==> config.mk <==
export PLATFORM = sky130hd
export DESIGN_NAME = burner_sequence_jumper_decode
export DESIGN_NICKNAME = d
export VERILOG_FILES = /design/src/burner_sequence_pkg.sv /design/src/burner_sequence_jumper_decode.sv
export SDC_FILE = /design/constraint.sdc
export NUM_CORES = 1
export LEC_CHECK = 0
export BUFFER_PORTS_ARGS = -buffer_cell sky130_fd_sc_hd__buf_2
export CORE_MARGIN = 2
export CORE_UTILIZATION = 45
export DETAILED_ROUTE_END_ITERATION = 7
export PLACE_DENSITY_LB_ADDON = 0.12
export SLEW_MARGIN = 20
export SYNTH_ARGS = -nofsm -noshare
export SYNTH_HDL_FRONTEND = slang
export SYNTH_SLANG_ARGS = --single-unit
==> constraint.sdc <==
create_clock -name clock -period 1.5 [get_ports clock]
set_input_delay 0.3 -clock clock [delete_from_list [all_inputs] [get_ports clock]]
set_output_delay 0.3 -clock clock [all_outputs]
set_load 0.05 [all_outputs]
==> src/burner_sequence_pkg.sv <==
// Purpose: Shared types and constants for the burner sequence jumper decode.
// Assumes: Jumper inputs are static levels, high while the jumper is intact.
// Notes: Sequence codes other than seq_none are one-hot so the sequencer can test single bits.
package burner_sequence_pkg;

  localparam int jumper_count = 3;

  typedef enum logic [5:0] {
    seq_none = 6'h00,
    seq_pilot_relight_variant = 6'h01,
    seq_main_valve_low_fire_variant = 6'h02,
    seq_dsi_normal = 6'h04,
    seq_dsi_high_low_stepfire = 6'h08,
    seq_dsi_off_on_stepfire = 6'h10,
    seq_lockout = 6'h20
  } sequence_type;

  typedef enum logic [2:0] {
    st_initiate = 3'h1,
    st_settle = 3'h2,
    st_hold = 3'h4
  } loader_state_type;

  typedef struct packed {
    logic config_jumper_first;
    logic config_jumper_second;
    logic config_jumper_third;
  } jumper_set_type;

  typedef struct packed {
    logic pilot_enabled;
    logic pilot_relight_allowed;
    logic main_valve_hold_low_fire;
    logic direct_spark;
  } sequence_traits_type;

  localparam jumper_set_type jumper_reset_value = 3'h7;
  localparam logic [1:0] settle_cycles = 2'h2;
  localparam logic [1:0] settle_count_reset = 2'h0;
  localparam sequence_type sequence_reset_value = seq_none;
  localparam sequence_traits_type traits_reset_value = 4'h0;

endpackage

==> src/burner_sequence_jumper_decode.sv <==
// Purpose: Decode three clip jumpers into one of five burner run sequences.
// Assumes: Jumpers are synchronous levels; 1 means intact, 0 means clipped.
// Notes: Clipped state is latched per jumper, so selection never reverts.
`timescale 1ns/10ps
module burner_sequence_jumper_decode
  import burner_sequence_pkg::*;
(
  input wire logic clock,
  input wire logic reset,
  input burner_sequence_pkg::jumper_set_type jumpers,
  output burner_sequence_pkg::sequence_type selected_sequence,
  output burner_sequence_pkg::sequence_traits_type sequence_traits,
  output logic lockout,
  output logic config_ready
);
  import burner_sequence_pkg::*;

  // Sticky jumper memory and its next value.
  jumper_set_type seen;
  jumper_set_type next_seen;

  // Loader state machine and its settle counter.
  loader_state_type state;
  loader_state_type next_state;
  logic [1:0] settle_count;
  logic [1:0] next_settle_count;

  // Decode of the merged jumper set.
  sequence_type decoded;
  sequence_traits_type decoded_traits;
  logic decoded_lockout;

  // Timing qualifiers of the loader.
  logic decode_window;
  logic settle_done;
  logic freeze_now;

  // The case reads the jumpers in the order first, second, third, so
  // each code matches a row of the jumper table read left to right.
  function automatic sequence_type decode_jumpers(input jumper_set_type j);
    case ({j.config_jumper_first, j.config_jumper_second,
           j.config_jumper_third})
      3'h7: decode_jumpers = seq_pilot_relight_variant;
      3'h4: decode_jumpers = seq_dsi_normal;
      3'h2: decode_jumpers = seq_dsi_high_low_stepfire;
      3'h1: decode_jumpers = seq_dsi_off_on_stepfire;
      3'h6: decode_jumpers = seq_main_valve_low_fire_variant;
      default: decode_jumpers = seq_lockout;
    endcase
  endfunction

  // four sequence traits
  // Lockout and the reset code leave every trait low, so a sequencer
  // that ignored the lockout flag still could not open a valve or spark.
  function automatic sequence_traits_type traits_of(input sequence_type s);
    sequence_traits_type t;
    t = '0;
    case (s)
      seq_pilot_relight_variant: begin
        t.pilot_enabled = 1'b1;
        t.pilot_relight_allowed = 1'b1;
      end
      seq_main_valve_low_fire_variant: begin
        t.pilot_enabled = 1'b1;
        t.main_valve_hold_low_fire = 1'b1;
      end
      // Every direct spark variant lights the main burner straight from
      // the spark, with no pilot stage in front of it.
      seq_dsi_normal: begin
        t.direct_spark = 1'b1;
      end
      seq_dsi_high_low_stepfire: begin
        t.direct_spark = 1'b1;
      end
      seq_dsi_off_on_stepfire: begin
        t.direct_spark = 1'b1;
      end
      default: begin
        t = '0;
      end
    endcase
    traits_of = t;
  endfunction

  // clipped is sticky
  // A clip is an AND into the remembered set: a bit can only fall, so a
  // cut jumper that touches its pads again is still read as clipped.
  assign next_seen = jumper_set_type'(seen & jumpers);

  // The decode reads the merged set rather than the raw pins, so the
  // edge that first sees a clip already reports the new sequence.
  assign decoded = decode_jumpers(next_seen);
  assign decoded_traits = traits_of(decoded);
  // lockout from decode
  // The flag comes from the same code, so flag and code cannot split.
  assign decoded_lockout = (decoded == seq_lockout);

  // decode window
  // Outputs follow the decode in every state except hold.
  assign decode_window = (state != st_hold);
  // The settle phase ends on the edge that sees the last count value.
  assign settle_done = (settle_count == settle_cycles);
  assign freeze_now = decode_window && (next_state == st_hold);
  // The count moves only while settling, so it rests once hold is
  // reached and cannot wrap round into a second settle.
  assign next_settle_count = (state == st_settle) ?
                             2'(settle_count + 2'h1) : settle_count;

  // Initiate takes one edge, settle runs until the count is done, and
  // hold lasts until the next reset. Settling over a few cycles lets a
  // bouncing clip be caught before use, at the price of a short delay
  // before the sequencer may start.
  always_comb begin
    next_state = state;
    case (state)
      st_initiate: begin
        next_state = st_settle;
      end
      st_settle: begin
        if (settle_done) begin
          next_state = st_hold;
        end
      end
      st_hold: begin
        next_state = st_hold;
      end
      default: begin
        next_state = st_initiate;
      end
    endcase
  end

  // sticky jumper memory
  // Only a power-up reset brings the memory back to all intact.
  always_ff @(posedge clock or posedge reset) begin
    if (reset) begin
      seen <= jumper_reset_value;
    end else begin
      seen <= next_seen;
    end
  end

  // The loader runs once per reset and then parks in hold for good.
  always_ff @(posedge clock or posedge reset) begin
    if (reset) begin
      state <= st_initiate;
    end else begin
      state <= next_state;
    end
  end

  always_ff @(posedge clock or posedge reset) begin
    if (reset) begin
      settle_count <= settle_count_reset;
    end else begin
      settle_count <= next_settle_count;
    end
  end

  // A clip made while running still latches in seen but never reaches
  // the outputs before the next reset, so the selection cannot revert.
  // decode during initiate and settle
  always_ff @(posedge clock or posedge reset) begin
    if (reset) begin
      selected_sequence <= sequence_reset_value;
    end else if (decode_window) begin
      selected_sequence <= decoded;
    end
  end

  // Traits move on the same edge as the code, so the two never disagree.
  always_ff @(posedge clock or posedge reset) begin
    if (reset) begin
      sequence_traits <= traits_reset_value;
    end else if (decode_window) begin
      sequence_traits <= decoded_traits;
    end
  end

  // lockout output
  // Lockout is a flag of its own so the sequencer can trip without
  // decoding the sequence code first.
  always_ff @(posedge clock or posedge reset) begin
    if (reset) begin
      lockout <= 1'b0;
    end else if (decode_window) begin
      lockout <= decoded_lockout;
    end
  end

  // The ready flag rises on the edge of the last decode, so a reader
  // that waits for it always sees the frozen code.
  always_ff @(posedge clock or posedge reset) begin
    if (reset) begin
      config_ready <= 1'b0;
    end else if (decode_window) begin
      config_ready <= freeze_now;
    end
  end

endmodule // burner_sequence_jumper_decode

# Word level (Yosys, flattened, before mapping)
# Cells that the tools add are included.
dict set report totals {
  ff_bits 20
  inputBits 5
  wordCells 41
}
dict set report classes {
  add_sub_neg 1
  n_eq_ne 17
  n_mux 7
  bitwise 1
  n_reduce_logical 3
}
# op count
set op_table {}
lappend op_table {{6-bit case mux with 5 select lines} 1}
lappend op_table {{3-bit equality test, second input constant} 5}
lappend op_table {{3-bit case mux with 3 select lines} 1}
lappend op_table {{3-bit by 1-bit equality test with 1-bit output, second input constant} 2}
lappend op_table {{3-bit by 2-bit equality test with 1-bit output, second input constant} 2}
lappend op_table {{6-bit by 1-bit equality test with 1-bit output, second input constant} 1}
lappend op_table {{6-bit by 2-bit equality test with 1-bit output, second input constant} 1}
lappend op_table {{6-bit by 3-bit equality test with 1-bit output, second input constant} 1}
lappend op_table {{6-bit by 4-bit equality test with 1-bit output, second input constant} 1}
lappend op_table {{6-bit by 5-bit equality test with 1-bit output, second input constant} 1}
lappend op_table {{6-bit equality test, second input constant} 1}
lappend op_table {{1-bit 2-to-1 mux} 4}
lappend op_table {{3-bit AND} 1}
lappend op_table {{3-bit 2-to-1 mux} 1}
lappend op_table {{3-bit != test, second input constant} 1}
lappend op_table {{3-bit OR reduction} 1}
lappend op_table {{2-bit by 1-bit adder with 2-bit output, second input constant} 1}
lappend op_table {{2-bit equality test, second input constant} 1}
lappend op_table {{2-bit OR reduction} 1}
lappend op_table {{1-bit logical AND} 1}

# Logic depth before layout (Yosys ltp)
# Gate-level depths: netlist (run 1).
dict set report depth {
  depth_word 6
  mapped_depth 5
}

# Worst setup path after synthesis (run 1)
# OpenSTA, ideal clock, no wires.
dict set report synth_path {
  path_type {flip-flop to flip-flop}
  start {register state[0]}
  end {register selected_sequence[0]}
  setup_time_ns 0.067
  arrival_ns 1.160
  required_ns 1.433
  setup_slack_ns 0.273
  path_stages_with_launch 5
  path_buffers 1
  synth_period_minus_slack_ns 1.227
  cell_sequence {dfstp_2 -> buf_2 -> nor3b_4 -> nor3_2 -> a22o_1}
}
dict set report synth_via {
  elab_chain_len 1
}
# item line_no
set synth_rtl {}
lappend synth_rtl {{start, declared} burner_sequence_jumper_decode.sv:23} ;# loader_state_type state;
lappend synth_rtl {{start signal, assigned} burner_sequence_jumper_decode.sv:146} ;# state <= st_initiate;
lappend synth_rtl {{start signal, assigned} burner_sequence_jumper_decode.sv:148} ;# state <= next_state;
lappend synth_rtl {{3-bit != test} burner_sequence_jumper_decode.sv:100} ;# assign decode_window = (state != st_hold);
lappend synth_rtl {{end signal, assigned} burner_sequence_jumper_decode.sv:165} ;# selected_sequence <= sequence_reset_value;
lappend synth_rtl {{end signal, assigned} burner_sequence_jumper_decode.sv:167} ;# selected_sequence <= decoded;
lappend synth_rtl {{end, declared} burner_sequence_jumper_decode.sv:11} ;# output burner_sequence_pkg::sequence_type selected_sequence,
# Every way passes these cells.
# A chain may end at the register's enable or synchronous reset.

==> summary.txt, run 1 <==
Finish
  • Nets: 99
  • Cell area after layout: 991 sq um
  • FILL cells: 167
  • Commonest non-fill, non-tap cells in the layout: dfrtp_1, buf_2, nand2_1
  • Area Overhead vs Synth: 20.7%
  • Share of cells above drive strength 1: around a third
  • N_diodes: 0

Route
  • DR vias/cell: 4.85
  • DRC errors left: 0
  • DRT iter0 DRCs: 10
  • Antenna Violating Nets Remaining: 0
  • Total Wirelength: 1390 um
  • WL/cell: 11.9 um
  • Pre-Repair DR Iteration Count: 4
  • Detailed-route via count: 567

Clocking
  • Reg clk slew, reported paths: 0.11 ns
  • CTS root buffer: clkbuf_4
  • # Post-CTS Setup Buffers: 0
  • TritonCTS clock tree: built
  • CTS H-Tree Depth: 1
  • CTS Buffer Depth: 2
  • Worst skew pair latency: 0.30 ns
  • Cts bufs inserted: 3
  • Clock sink count: 20

Global route
  • Largest net degree at the start of global routing: 21
  • Vias in the first global route: around 550
  • First-pass GRT wire length: ~2300 um
  • Initial antenna violation count: 0
  • Total grt overflow: 0
  • GRT Overall Usage: 15.5%

Critical path
  • Crit Path Max Fanout: 6
  • Slack of the worst reg-to-reg path: 0.17 ns
  • Worst EP required: 1.70 ns
  • Startpoint types: register
  • CP Data Arrival Time: 1.53 ns
  • CP endpoint kind: register
  • Critical setup path kind: reg2reg

Floorplanning
  • Initial Util: 47.5%
  • Die area: 2180 sq um
  • Placeable core area: 1730 sq um
  • Num rows: 15
  • I/O pin count: 17
  • Vert. Die Dim: 46.7 um
  • Die width: 46.7 um

Yosys
  • Synth Area in Simple Gates: 14.3%
  • Ys flop type: dfrtp_1
  • Post-synth EDFFs: 0
  • Post-synthesis instance area: 821 sq um
  • Synth Register Bits: 20
  • Synth Area in Adders: 1.52%
  • Compound-Gate Fraction of Synth Area: 13.7%
  • Synth Warn #: 0
  • Mapped Nets: 76
  • Async S/R FF share, synth: 100%
  • Netlist cell types: 24
  • Mapped Cells: 70
  • Largest family of logic cells by synthesized area: simple AND/OR/NAND/NOR gates
  • XOR/XNOR Fraction of Synth Area: under 10%
  • Multiplexer share of the synthesized area: 1.22%
  • Syn Area/Cell: 11.7 sq um
  • Sequential share of the synthesized area: 61.6%

Power
  • Tot Pwr: approximately 0.87 mW
  • Pleak: 0.486 nW
  • Peak supply drop: 0.532 mV
  • Pwr Density: between 800 and 900 nW/um^2

Timing
  • Clock skew: 0.00230 ns
  • Max Freq: 753 MHz
  • Final setup fails: 0
  • Slew at the pin with the worst max-slew slack: 0.429 ns
  • Max Slew Vio Count: 0
  • Setup TNS Final: 0 ns
  • Final Critical Period: between 1 and 1.5 ns
  • Final Cycle Share: 88.5%
  • Max-Slew Margin vs Limit: 71.3%
  • Final hold violations: 0
  • RSZ-0062 raised after global routing: no

Run status
  • Status: finished clean

Run
  • Max Cap Violations: 0

Placement
  • Placed instance area: 945 sq um
  • Port Buffers: 16
  • DP HPWL: ~1000 um
  • Final Wtd Congestion: 0.708

Hold path
  • HP Class: in2reg
[worst max-delay path: stages (launching register included)]
cell     delay [ns]
dfstp_2        0.53
nand2_1        0.12
inv_1          0.20
xnor2_1        0.17
o21ai_1        0.11
o21a_1         0.11
[state kept, by name, indices dropped and copies added, names as in the netlist]
| register | cells |
|---|---|
| config_ready | 1 |
| selected_sequence | 6 |
| seen | 3 |
| sequence_traits | 4 |
| settle_count | 2 |
| lockout | 1 |
| state | 3 |
[timing repair]
item                                    in CTS  in global routing
hold endpoints to repair                    16                  0
endpoints found under the setup margin       0                  2
hold buffers                                 1                  0
resized for setup                            0                  1
[path summary, 6_finish.rpt]
path,from,endpoint,cells after the start
worst min register to register,sequence_traits[3],sequence_traits[3],1
max in group asynchronous,reset,state[0],4
worst min-delay path,jumpers[2],seen[2],3
min in group asynchronous,reset,selected_sequence[0],4
worst max-delay path,seen[0],lockout,5
worst max register to register,seen[0],lockout,5
[cell type report]
| cell class | instances | area [sq um] | share of cell area [%] |
|---|---|---|---|
| multi-input combinational | 42 | 279 | 28.2 |
| tap | 25 | 31.3 | 3.16 |
| inverter | 5 | 18.8 | 1.89 |
| clock buffer | 4 | 36.3 | 3.66 |
| timing repair buffer | 21 | 120 | 12.1 |
| sequential | 20 | 505 | 51.0 |
[cell families after synthesis]
group,after synthesis
AO/OA/AOI/OAI,16
AND/OR/NAND/NOR,21
buffers and inverters,8
flip-flops,20
adder cells (fa/ha/maj),1
XOR/XNOR,3
multiplexers,1
[cells in the mapped netlist, types with 2 or more instances]
library cell,n,area (sq um)
nand3b_1,2,15.0
dfrtp_1,16,400
xnor2_1,3,26.3
a21oi_1,3,15.0
a22o_1,4,35.0
o21ai_0,2,10.0
nand2_1,7,26.3
inv_1,5,18.8
buf_2,2,10.0
nor2_1,6,22.5
a31oi_1,2,12.5
dfstp_2,4,105
o21a_1,2,15.0
o41ai_1,2,17.5
[power by group]
part	switching, mW	internal (mW)	leakage (nW)
clock network	0.162	0.148	0.0210
registers	0	0.540	0.233
logic	0.0112	0.00729	0.231
total	0.174	0.695	0.486
[routing by layer]
layer  part of all wire [%]  vias to the layer above  global-route usage, %
met5                      0                        -                      0
met4                    1.7                        0                   6.67
met3                    3.9                        4                   4.71
met2                     42                       13                   23.6
met1                     52                      266                   20.6
li1                       -                      284                      -
[per-stage QoR]
stage / instances / setup slack, ns / utilization, % / hold slack (ns)
floorplan: 70 / 0.273 / - / 0.261
global placement: 112 / 0.113 / 54.7 / 0.332
detailed placement: 112 / 0.113 / 54.7 / 0.331
CTS: 117 / 0.0929 / 57.4 / 0.318
global route: 117 / 0.0278 / 57.4 / 0.355
finish: 117 / 0.173 / 57.4 / 0.330
Power figures use the tool's default switching activity.
==> run 2: changes to the inputs <==
==> constraint.sdc (replaced) <==
create_clock -name clock -period 1.4 [get_ports clock]
set_input_delay 0.28 -clock clock [delete_from_list [all_inputs] [get_ports clock]]
set_output_delay 0.28 -clock clock [all_outputs]
set_load 0.05 [all_outputs]
==> run 2 against run 1 <==
Compared with the run above:
- core utilization increased by 0.94 points
- global-route usage decreased by 0.38 points
- die area unchanged
- non-clock buffer count increased by 2
- worst hold slack got worse by 0.0098 ns
- routed wire length decreased by 2.3%
==> summary.txt, run 2 (synthesis results as in run 1) <==
Critical path
  • Startpoint types: register
  • CP delay by family, top: flip-flops
  • Slowest cell delay on critical path: 0.64 ns (+0.11 ns)
  • CP endpoint kind: register
  • CP bufs+invs: 0 (-1)
  • CP Data Arrival Time: 1.53 ns (about the same)
  • Critical path's slowest cell: dfstp_2
  • Worst EP required: 1.64 ns (-0.06 ns)
  • Critical setup path kind: reg2reg
  • Crit Path Max Fanout: 8 (+2)
  • Cells along the critical path: nor3b_4 > nor3_2 > a22o_1

Finish
  • Biggest regs: selected_sequence (6), sequence_traits (4)
  • Commonest non-fill, non-tap cells in the layout: buf_2, dfrtp_1, nand2_1
  • Final cell count without fillers: 119 (+1.7%)
  • Cell area after layout: 1010 sq um (+1.6%)
  • Largest register FFs: 6 (unchanged)
  • Area Overhead vs Synth: 22.7%
  • Commonest non-fill, non-tap cell in the layout: buf_2
  • N_diodes: 0 (unchanged)
  • Util after Layout: 58.3% (+0.94 points)
  • Largest register by flop count: selected_sequence
  • Nets: 101 (+2.0%)
  • Share of cells above drive strength 1: 35.1% (+2.5 points)

Route
  • Pre-Repair DR Iteration Count: 4 (unchanged)
  • DRT iter0 DRCs: 9 (-1)
  • DR vias/cell: 4.76 (-1.7%)
  • Total Wirelength: 1360 um (-2.3%)
  • Detailed-route via count: 567 (unchanged)
  • WL/cell: 11.4 um (-3.9%)
  • Antenna Violating Nets Remaining: 0 (unchanged)
  • DRC errors left: 0 (unchanged)

Global route
  • GRT Overall Usage: 15.1% (-0.38 points)
  • Largest net degree at the start of global routing: 21 (unchanged)
  • Initial antenna violation count: 0 (unchanged)
  • Vias in the first global route: 493 (-9.7%)
  • Total grt overflow: 0 (unchanged)
  • First-pass GRT wire length: 2250 um (-3.3%)

Clocking
  • TritonCTS clock tree: built
  • # Post-CTS Setup Buffers: 0 (unchanged)
  • CTS root buffer: clkbuf_4
  • Clock sink count: 20 (unchanged)
  • Cts bufs inserted: 3 (unchanged)
  • Worst skew pair latency: 0.29 ns (about the same)
  • CTS H-Tree Depth: 1 (unchanged)
  • Reg clk slew, reported paths: 0.11 ns (about the same)
  • CTS Buffer Depth: 2 (unchanged)

Power
  • P_sw: 0.183 mW (+5.3%)
  • Gate power share: 2.2% (about the same)
  • Pwr Density: 920 nW/um^2 (+5.0%)
  • Int Pwr: 0.744 mW (+7.1%)
  • Clock share of power: 35.5% (-0.2 points)
  • Sequential fraction of design power: 62.4% (+0.3 points)
  • Net Sw Frac: 19.7% (-0.27 points)
  • Pleak: 0.494 nW (+1.6%)
  • Peak supply drop: 0.598 mV (+12%)

Placement
  • DP HPWL: 1010 um (+0.45%)
  • Final Wtd Congestion: 0.708 (about the same)
  • Pre-CTS WS: 0.0974 ns (-0.0153 ns)
  • Placed instance area: 960 sq um (+1.6%)
  • Port Buffers: 16 (unchanged)
  • Dpl cells: 114 (+1.8%)

Run
  • Max Cap Violations: 0 (unchanged)

Timing
  • Max Slew Vio Count: 0 (unchanged)
  • Final setup fails: 0 (unchanged)
  • Slew at the pin with the worst max-slew slack: 0.406 ns (-0.0232 ns)
  • Final Critical Period: 1.30 ns (-0.0312 ns)
  • Post-route setup slack: 0.104 ns (-0.0688 ns)
  • Max Freq: 772 MHz (+2.4%)
  • Max-Slew Margin vs Limit: 72.9% (+1.5 points)
  • Final hold violations: 0 (unchanged)
  • Clock skew: 0.00233 ns (+0.0000311 ns)
  • RSZ-0062 raised after global routing: no
  • Final Cycle Share: 92.6% (+4.1 points)
  • Setup TNS Final: 0 ns (unchanged)

Hold path
  • HP Class: in2reg

Floorplanning
  • Placeable core area: 1730 sq um (unchanged)
  • Die area: 2180 sq um (unchanged)
  • Num rows: 15 (unchanged)
  • I/O pin count: 17 (unchanged)
  • Die width: 46.7 um (unchanged)
  • Vert. Die Dim: 46.7 um (unchanged)
  • Initial Util: 47.5% (unchanged)

Run status
  • Status: finished clean
run 2: changes by cell type in the layout (fill, tap and decap cells not counted), sizes merged:
cell,delta
buf,+2
run 2: area by class of cell:
class                      count  area (sq um)
sequential                    20           507
fill                         154           719
clock buffer                   4          36.3
inverter                       5          18.8
multi-input combinational     42           279
timing repair buffer          23           135
tap                           25          31.3
run 2: power groups by stage:
stage          Combinational (mW)  Clock [mW]  Sequential (mW)
4_1_cts                    0.0214       0.343            0.578
5_1_grt                    0.0239       0.368            0.578
3_3_place_gp               0.0188           0            0.589
3_5_place_dp               0.0193           0            0.589
2_1_floorplan             0.00865           0            0.589
6_report                   0.0201       0.329            0.578
run 2: routing by layer:
layer | wire, um | GRT usage, % | vias to the layer above
met5 | 0 | 0 | -
met4 | 18 | 10.0 | 0
met3 | 51 | 2.35 | 2
met2 | 617 | 21.4 | 12
met1 | 668 | 21.5 | 267
li1 | - | - | 286
run 2: metrics by stage:
| step | total power [mW] | hold slack [ns] |
|---|---|---|
| after detailed placement | 0.608 | 0.322 |
| after floorplan | 0.597 | 0.241 |
| final | 0.927 | 0.320 |
| after global placement | 0.608 | 0.310 |
| after global routing | 0.970 | 0.318 |
| after CTS | 0.942 | 0.308 |
run 2: final timing paths:
kind | start | to | cells past startpoint | slack, ns
max in group asynchronous | reset | seen[1] | 4 | 0.60
max reg2reg | state[0] | sequence_traits[1] | 3 | 0.10
min reg2reg | selected_sequence[2] | selected_sequence[2] | 2 | 0.49
min | jumpers[2] | sequence_traits[0] | 4 | 0.32
max | state[0] | sequence_traits[1] | 3 | 0.10
min in group asynchronous | reset | settle_count[0] | 4 | 0.54
run 2: worst min-delay path, stage by stage:
cell and delay [ns]:
buf_2 0.07, nand2_1 0.09, nand2_1 0.07, a31oi_1 0.07
run 2: what timing repair did:
item	4_1_cts	5_1_grt
resized for setup	0	2
hold buffers	1	0
endpoints found under the hold margin	16	0
endpoints found under the setup margin	0	3
==> run 3: changes to the inputs <==
--- a/config.mk
+++ b/config.mk
@@ -7,7 +7,7 @@
 export LEC_CHECK = 0
 export BUFFER_PORTS_ARGS = -buffer_cell sky130_fd_sc_hd__buf_2
 export CORE_MARGIN = 2
-export CORE_UTILIZATION = 45
+export CORE_UTILIZATION = 51
 export DETAILED_ROUTE_END_ITERATION = 7
 export PLACE_DENSITY_LB_ADDON = 0.12
 export SLEW_MARGIN = 20
==> run 3 against run 2 <==
Compared with the run above:
- via count is 1.4% higher
- critical path depth stayed put
- register-to-register slack better by 0.02 ns
- core utilization is 7.0 points higher
- largest cell class unchanged
- clock power is 17% lower
- largest power group unchanged
- fmax is 1.7% higher
- worst hold slack better by 0.0020 ns
- routed wire length is 0.37% lower
- first-iteration DRC count is 44% lower
- highest routed layer unchanged
- combinational power hardly changed
- clock skew is 0.0016 ns lower
==> summary.txt, run 3 (synthesis results as in run 1) <==
Clocking
  • CTS H-Tree Depth: 1 (unchanged)
  • CTS root buffer: clkbuf_4
  • Clock sink count: 20 (unchanged)
  • Reg clk slew, reported paths: 0.10 ns (about the same)
  • Worst skew pair latency: 0.29 ns (about the same)
  • TritonCTS clock tree: built
  • CTS Buffer Depth: 2 (unchanged)
  • Cts bufs inserted: 3 (unchanged)

Floorplanning
  • Die area: 1950 sq um (-11%)
  • Placeable core area: 1510 sq um (-13%)
  • I/O pin count: 17 (unchanged)
  • Initial Util: 54.5% (+6.9 points)
  • Num rows: 14 (-1)
  • Die width: 44.1 um (-5.5%)
  • Vert. Die Dim: 44.1 um (-5.5%)

Timing
  • Slew at the pin with the worst max-slew slack: 0.402 ns (-0.00351 ns)
  • Setup TNS Final: 0 ns (unchanged)
  • Clock skew: 0.000695 ns (-0.00164 ns)
  • Hold slack: 0.322 ns (+0.00196 ns)
  • Max-Slew Margin vs Limit: 73.1% (+0.23 points)
  • Post-route setup slack: 0.126 ns (+0.0220 ns)
  • Max Freq: 785 MHz (+1.7%)
  • RSZ-0062 raised after global routing: no
  • Final Critical Period: 1.27 ns (-0.0220 ns)
  • Final hold violations: 0 (unchanged)
  • Final Cycle Share: 91.0% (-1.6 points)
  • Final setup fails: 0 (unchanged)
  • Max Slew Vio Count: 0 (unchanged)

Critical path
  • CP delay by family, top: flip-flops
  • Critical path's slowest cell: dfrtp_1
  • CP Data Arrival Time: 1.46 ns (-0.07 ns)
  • Cells along the critical path: nor3b_4 > buf_4 > o41ai_1
  • Critical setup path kind: reg2reg
  • Crit Path Max Fanout: 9 (+1)
  • CP bufs+invs: 1 (+1)
  • Slowest cell delay on critical path: 0.45 ns (-0.19 ns)
  • Worst EP required: 1.59 ns (-0.05 ns)
  • Startpoint types: register
  • CP endpoint kind: register

Route
  • DR vias/cell: 5.23 (+9.7%)
  • DRC errors left: 0 (unchanged)
  • DRT iter0 DRCs: 5 (-4)
  • Total Wirelength: 1350 um (-0.37%)
  • Antenna Violating Nets Remaining: 0 (unchanged)
  • Detailed-route via count: 575 (+1.4%)
  • Pre-Repair DR Iteration Count: 4 (unchanged)
  • WL/cell: 12.3 um (+7.8%)

Run status
  • Status: finished clean

Global route
  • Largest net degree at the start of global routing: 21 (unchanged)
  • Total grt overflow: 0 (unchanged)
  • Initial antenna violation count: 0 (unchanged)
  • First-pass GRT wire length: 2290 um (+1.8%)
  • GRT Overall Usage: 16.2% (+1.0 points)
  • Vias in the first global route: 519 (+5.3%)

Power
  • Peak supply drop: 0.538 mV (-10%)
  • P_sw: 0.173 mW (-5.3%)
  • Net Sw Frac: 19.9% (+0.19 points)
  • Clock share of power: 31.2% (-4.3 points)
  • Pleak: 0.491 nW (-0.61%)
  • Pwr Density: 883 nW/um^2 (-4.0%)
  • Sequential fraction of design power: 66.5% (+4.1 points)
  • Int Pwr: 0.696 mW (-6.4%)
  • Tot Pwr: 0.870 mW (-6.2%)
  • Gate power share: 2.3% (about the same)

Placement
  • DP HPWL: 980 um (-2.9%)
  • Dpl cells: 104 (-8.8%)
  • Final Wtd Congestion: 0.732 (+3.3%)
  • Placed instance area: 941 sq um (-2.0%)
  • Pre-CTS WS: 0.0648 ns (-0.0326 ns)
  • Port Buffers: 16 (unchanged)

Run
  • Max Cap Violations: 0 (unchanged)

Finish
  • Final cell count without fillers: 110 (-7.6%)
  • Nets: 101 (unchanged)
  • Largest register FFs: 6 (unchanged)
  • Largest register by flop count: selected_sequence
  • Share of cells above drive strength 1: 33.0% (-2.1 points)
  • N_diodes: 0 (unchanged)
  • Biggest regs: selected_sequence (6), sequence_traits (4)
  • Util after Layout: 65.4% (+7.0 points)
  • Area Overhead vs Synth: 20.0%
  • Cell area after layout: 985 sq um (-2.2%)
  • Commonest non-fill, non-tap cells in the layout: dfrtp_1, buf_2, nand2_1

Hold path
  • HP Class: in2reg
## run 3: worst paths after layout
check                                        start  cells past startpoint                    to  slack (ns)
worst min register to register  sequence_traits[3]                      1    sequence_traits[3]        0.48
min in group asynchronous                    reset                      4       settle_count[1]        0.54
worst max-delay path                      state[2]                      3  selected_sequence[4]        0.13
max in group asynchronous                    reset                      4               seen[2]        0.60
worst min-delay path                    jumpers[2]                      4    sequence_traits[0]        0.32
worst max register to register            state[2]                      3  selected_sequence[4]        0.13
## run 3: tightest hold or removal path, cell delays in order
cell     delay (ns)
buf_2          0.07
nand2_1        0.09
nand2_1        0.07
a31oi_1        0.07
## run 3: timing repair
action | 4_1_cts | 5_1_grt
endpoints found under the hold margin | 16 | 0
endpoints found under the setup margin | 0 | 5
resized for setup | 0 | 1
buffers inserted | 0 | 1
hold buffers | 1 | 0
## run 3: routing by layer
metal  wire, um  GRT usage [%]
met1        661           22.3
met2        622           24.1
met3         56           4.08
met4          9           7.27
met5          0              0
## run 3: final cells by class
class / count / area, sq um
Fill cell: 128 / 522
Sequential cell: 20 / 505
Multi-Input combinational cell: 42 / 279
Timing Repair Buffer: 23 / 135
Clock buffer: 4 / 26.3
Tap cell: 16 / 20.0
Inverter: 5 / 18.8
## run 3: power groups by stage
stage                     Combinational, mW  Clock (mW)  Sequential [mW]
after global routing                 0.0241       0.312            0.578
after global placement               0.0185           0            0.589
after floorplan                     0.00865           0            0.589
after CTS                            0.0210       0.285            0.578
after detailed placement             0.0189           0            0.589
final                                0.0200       0.272            0.578
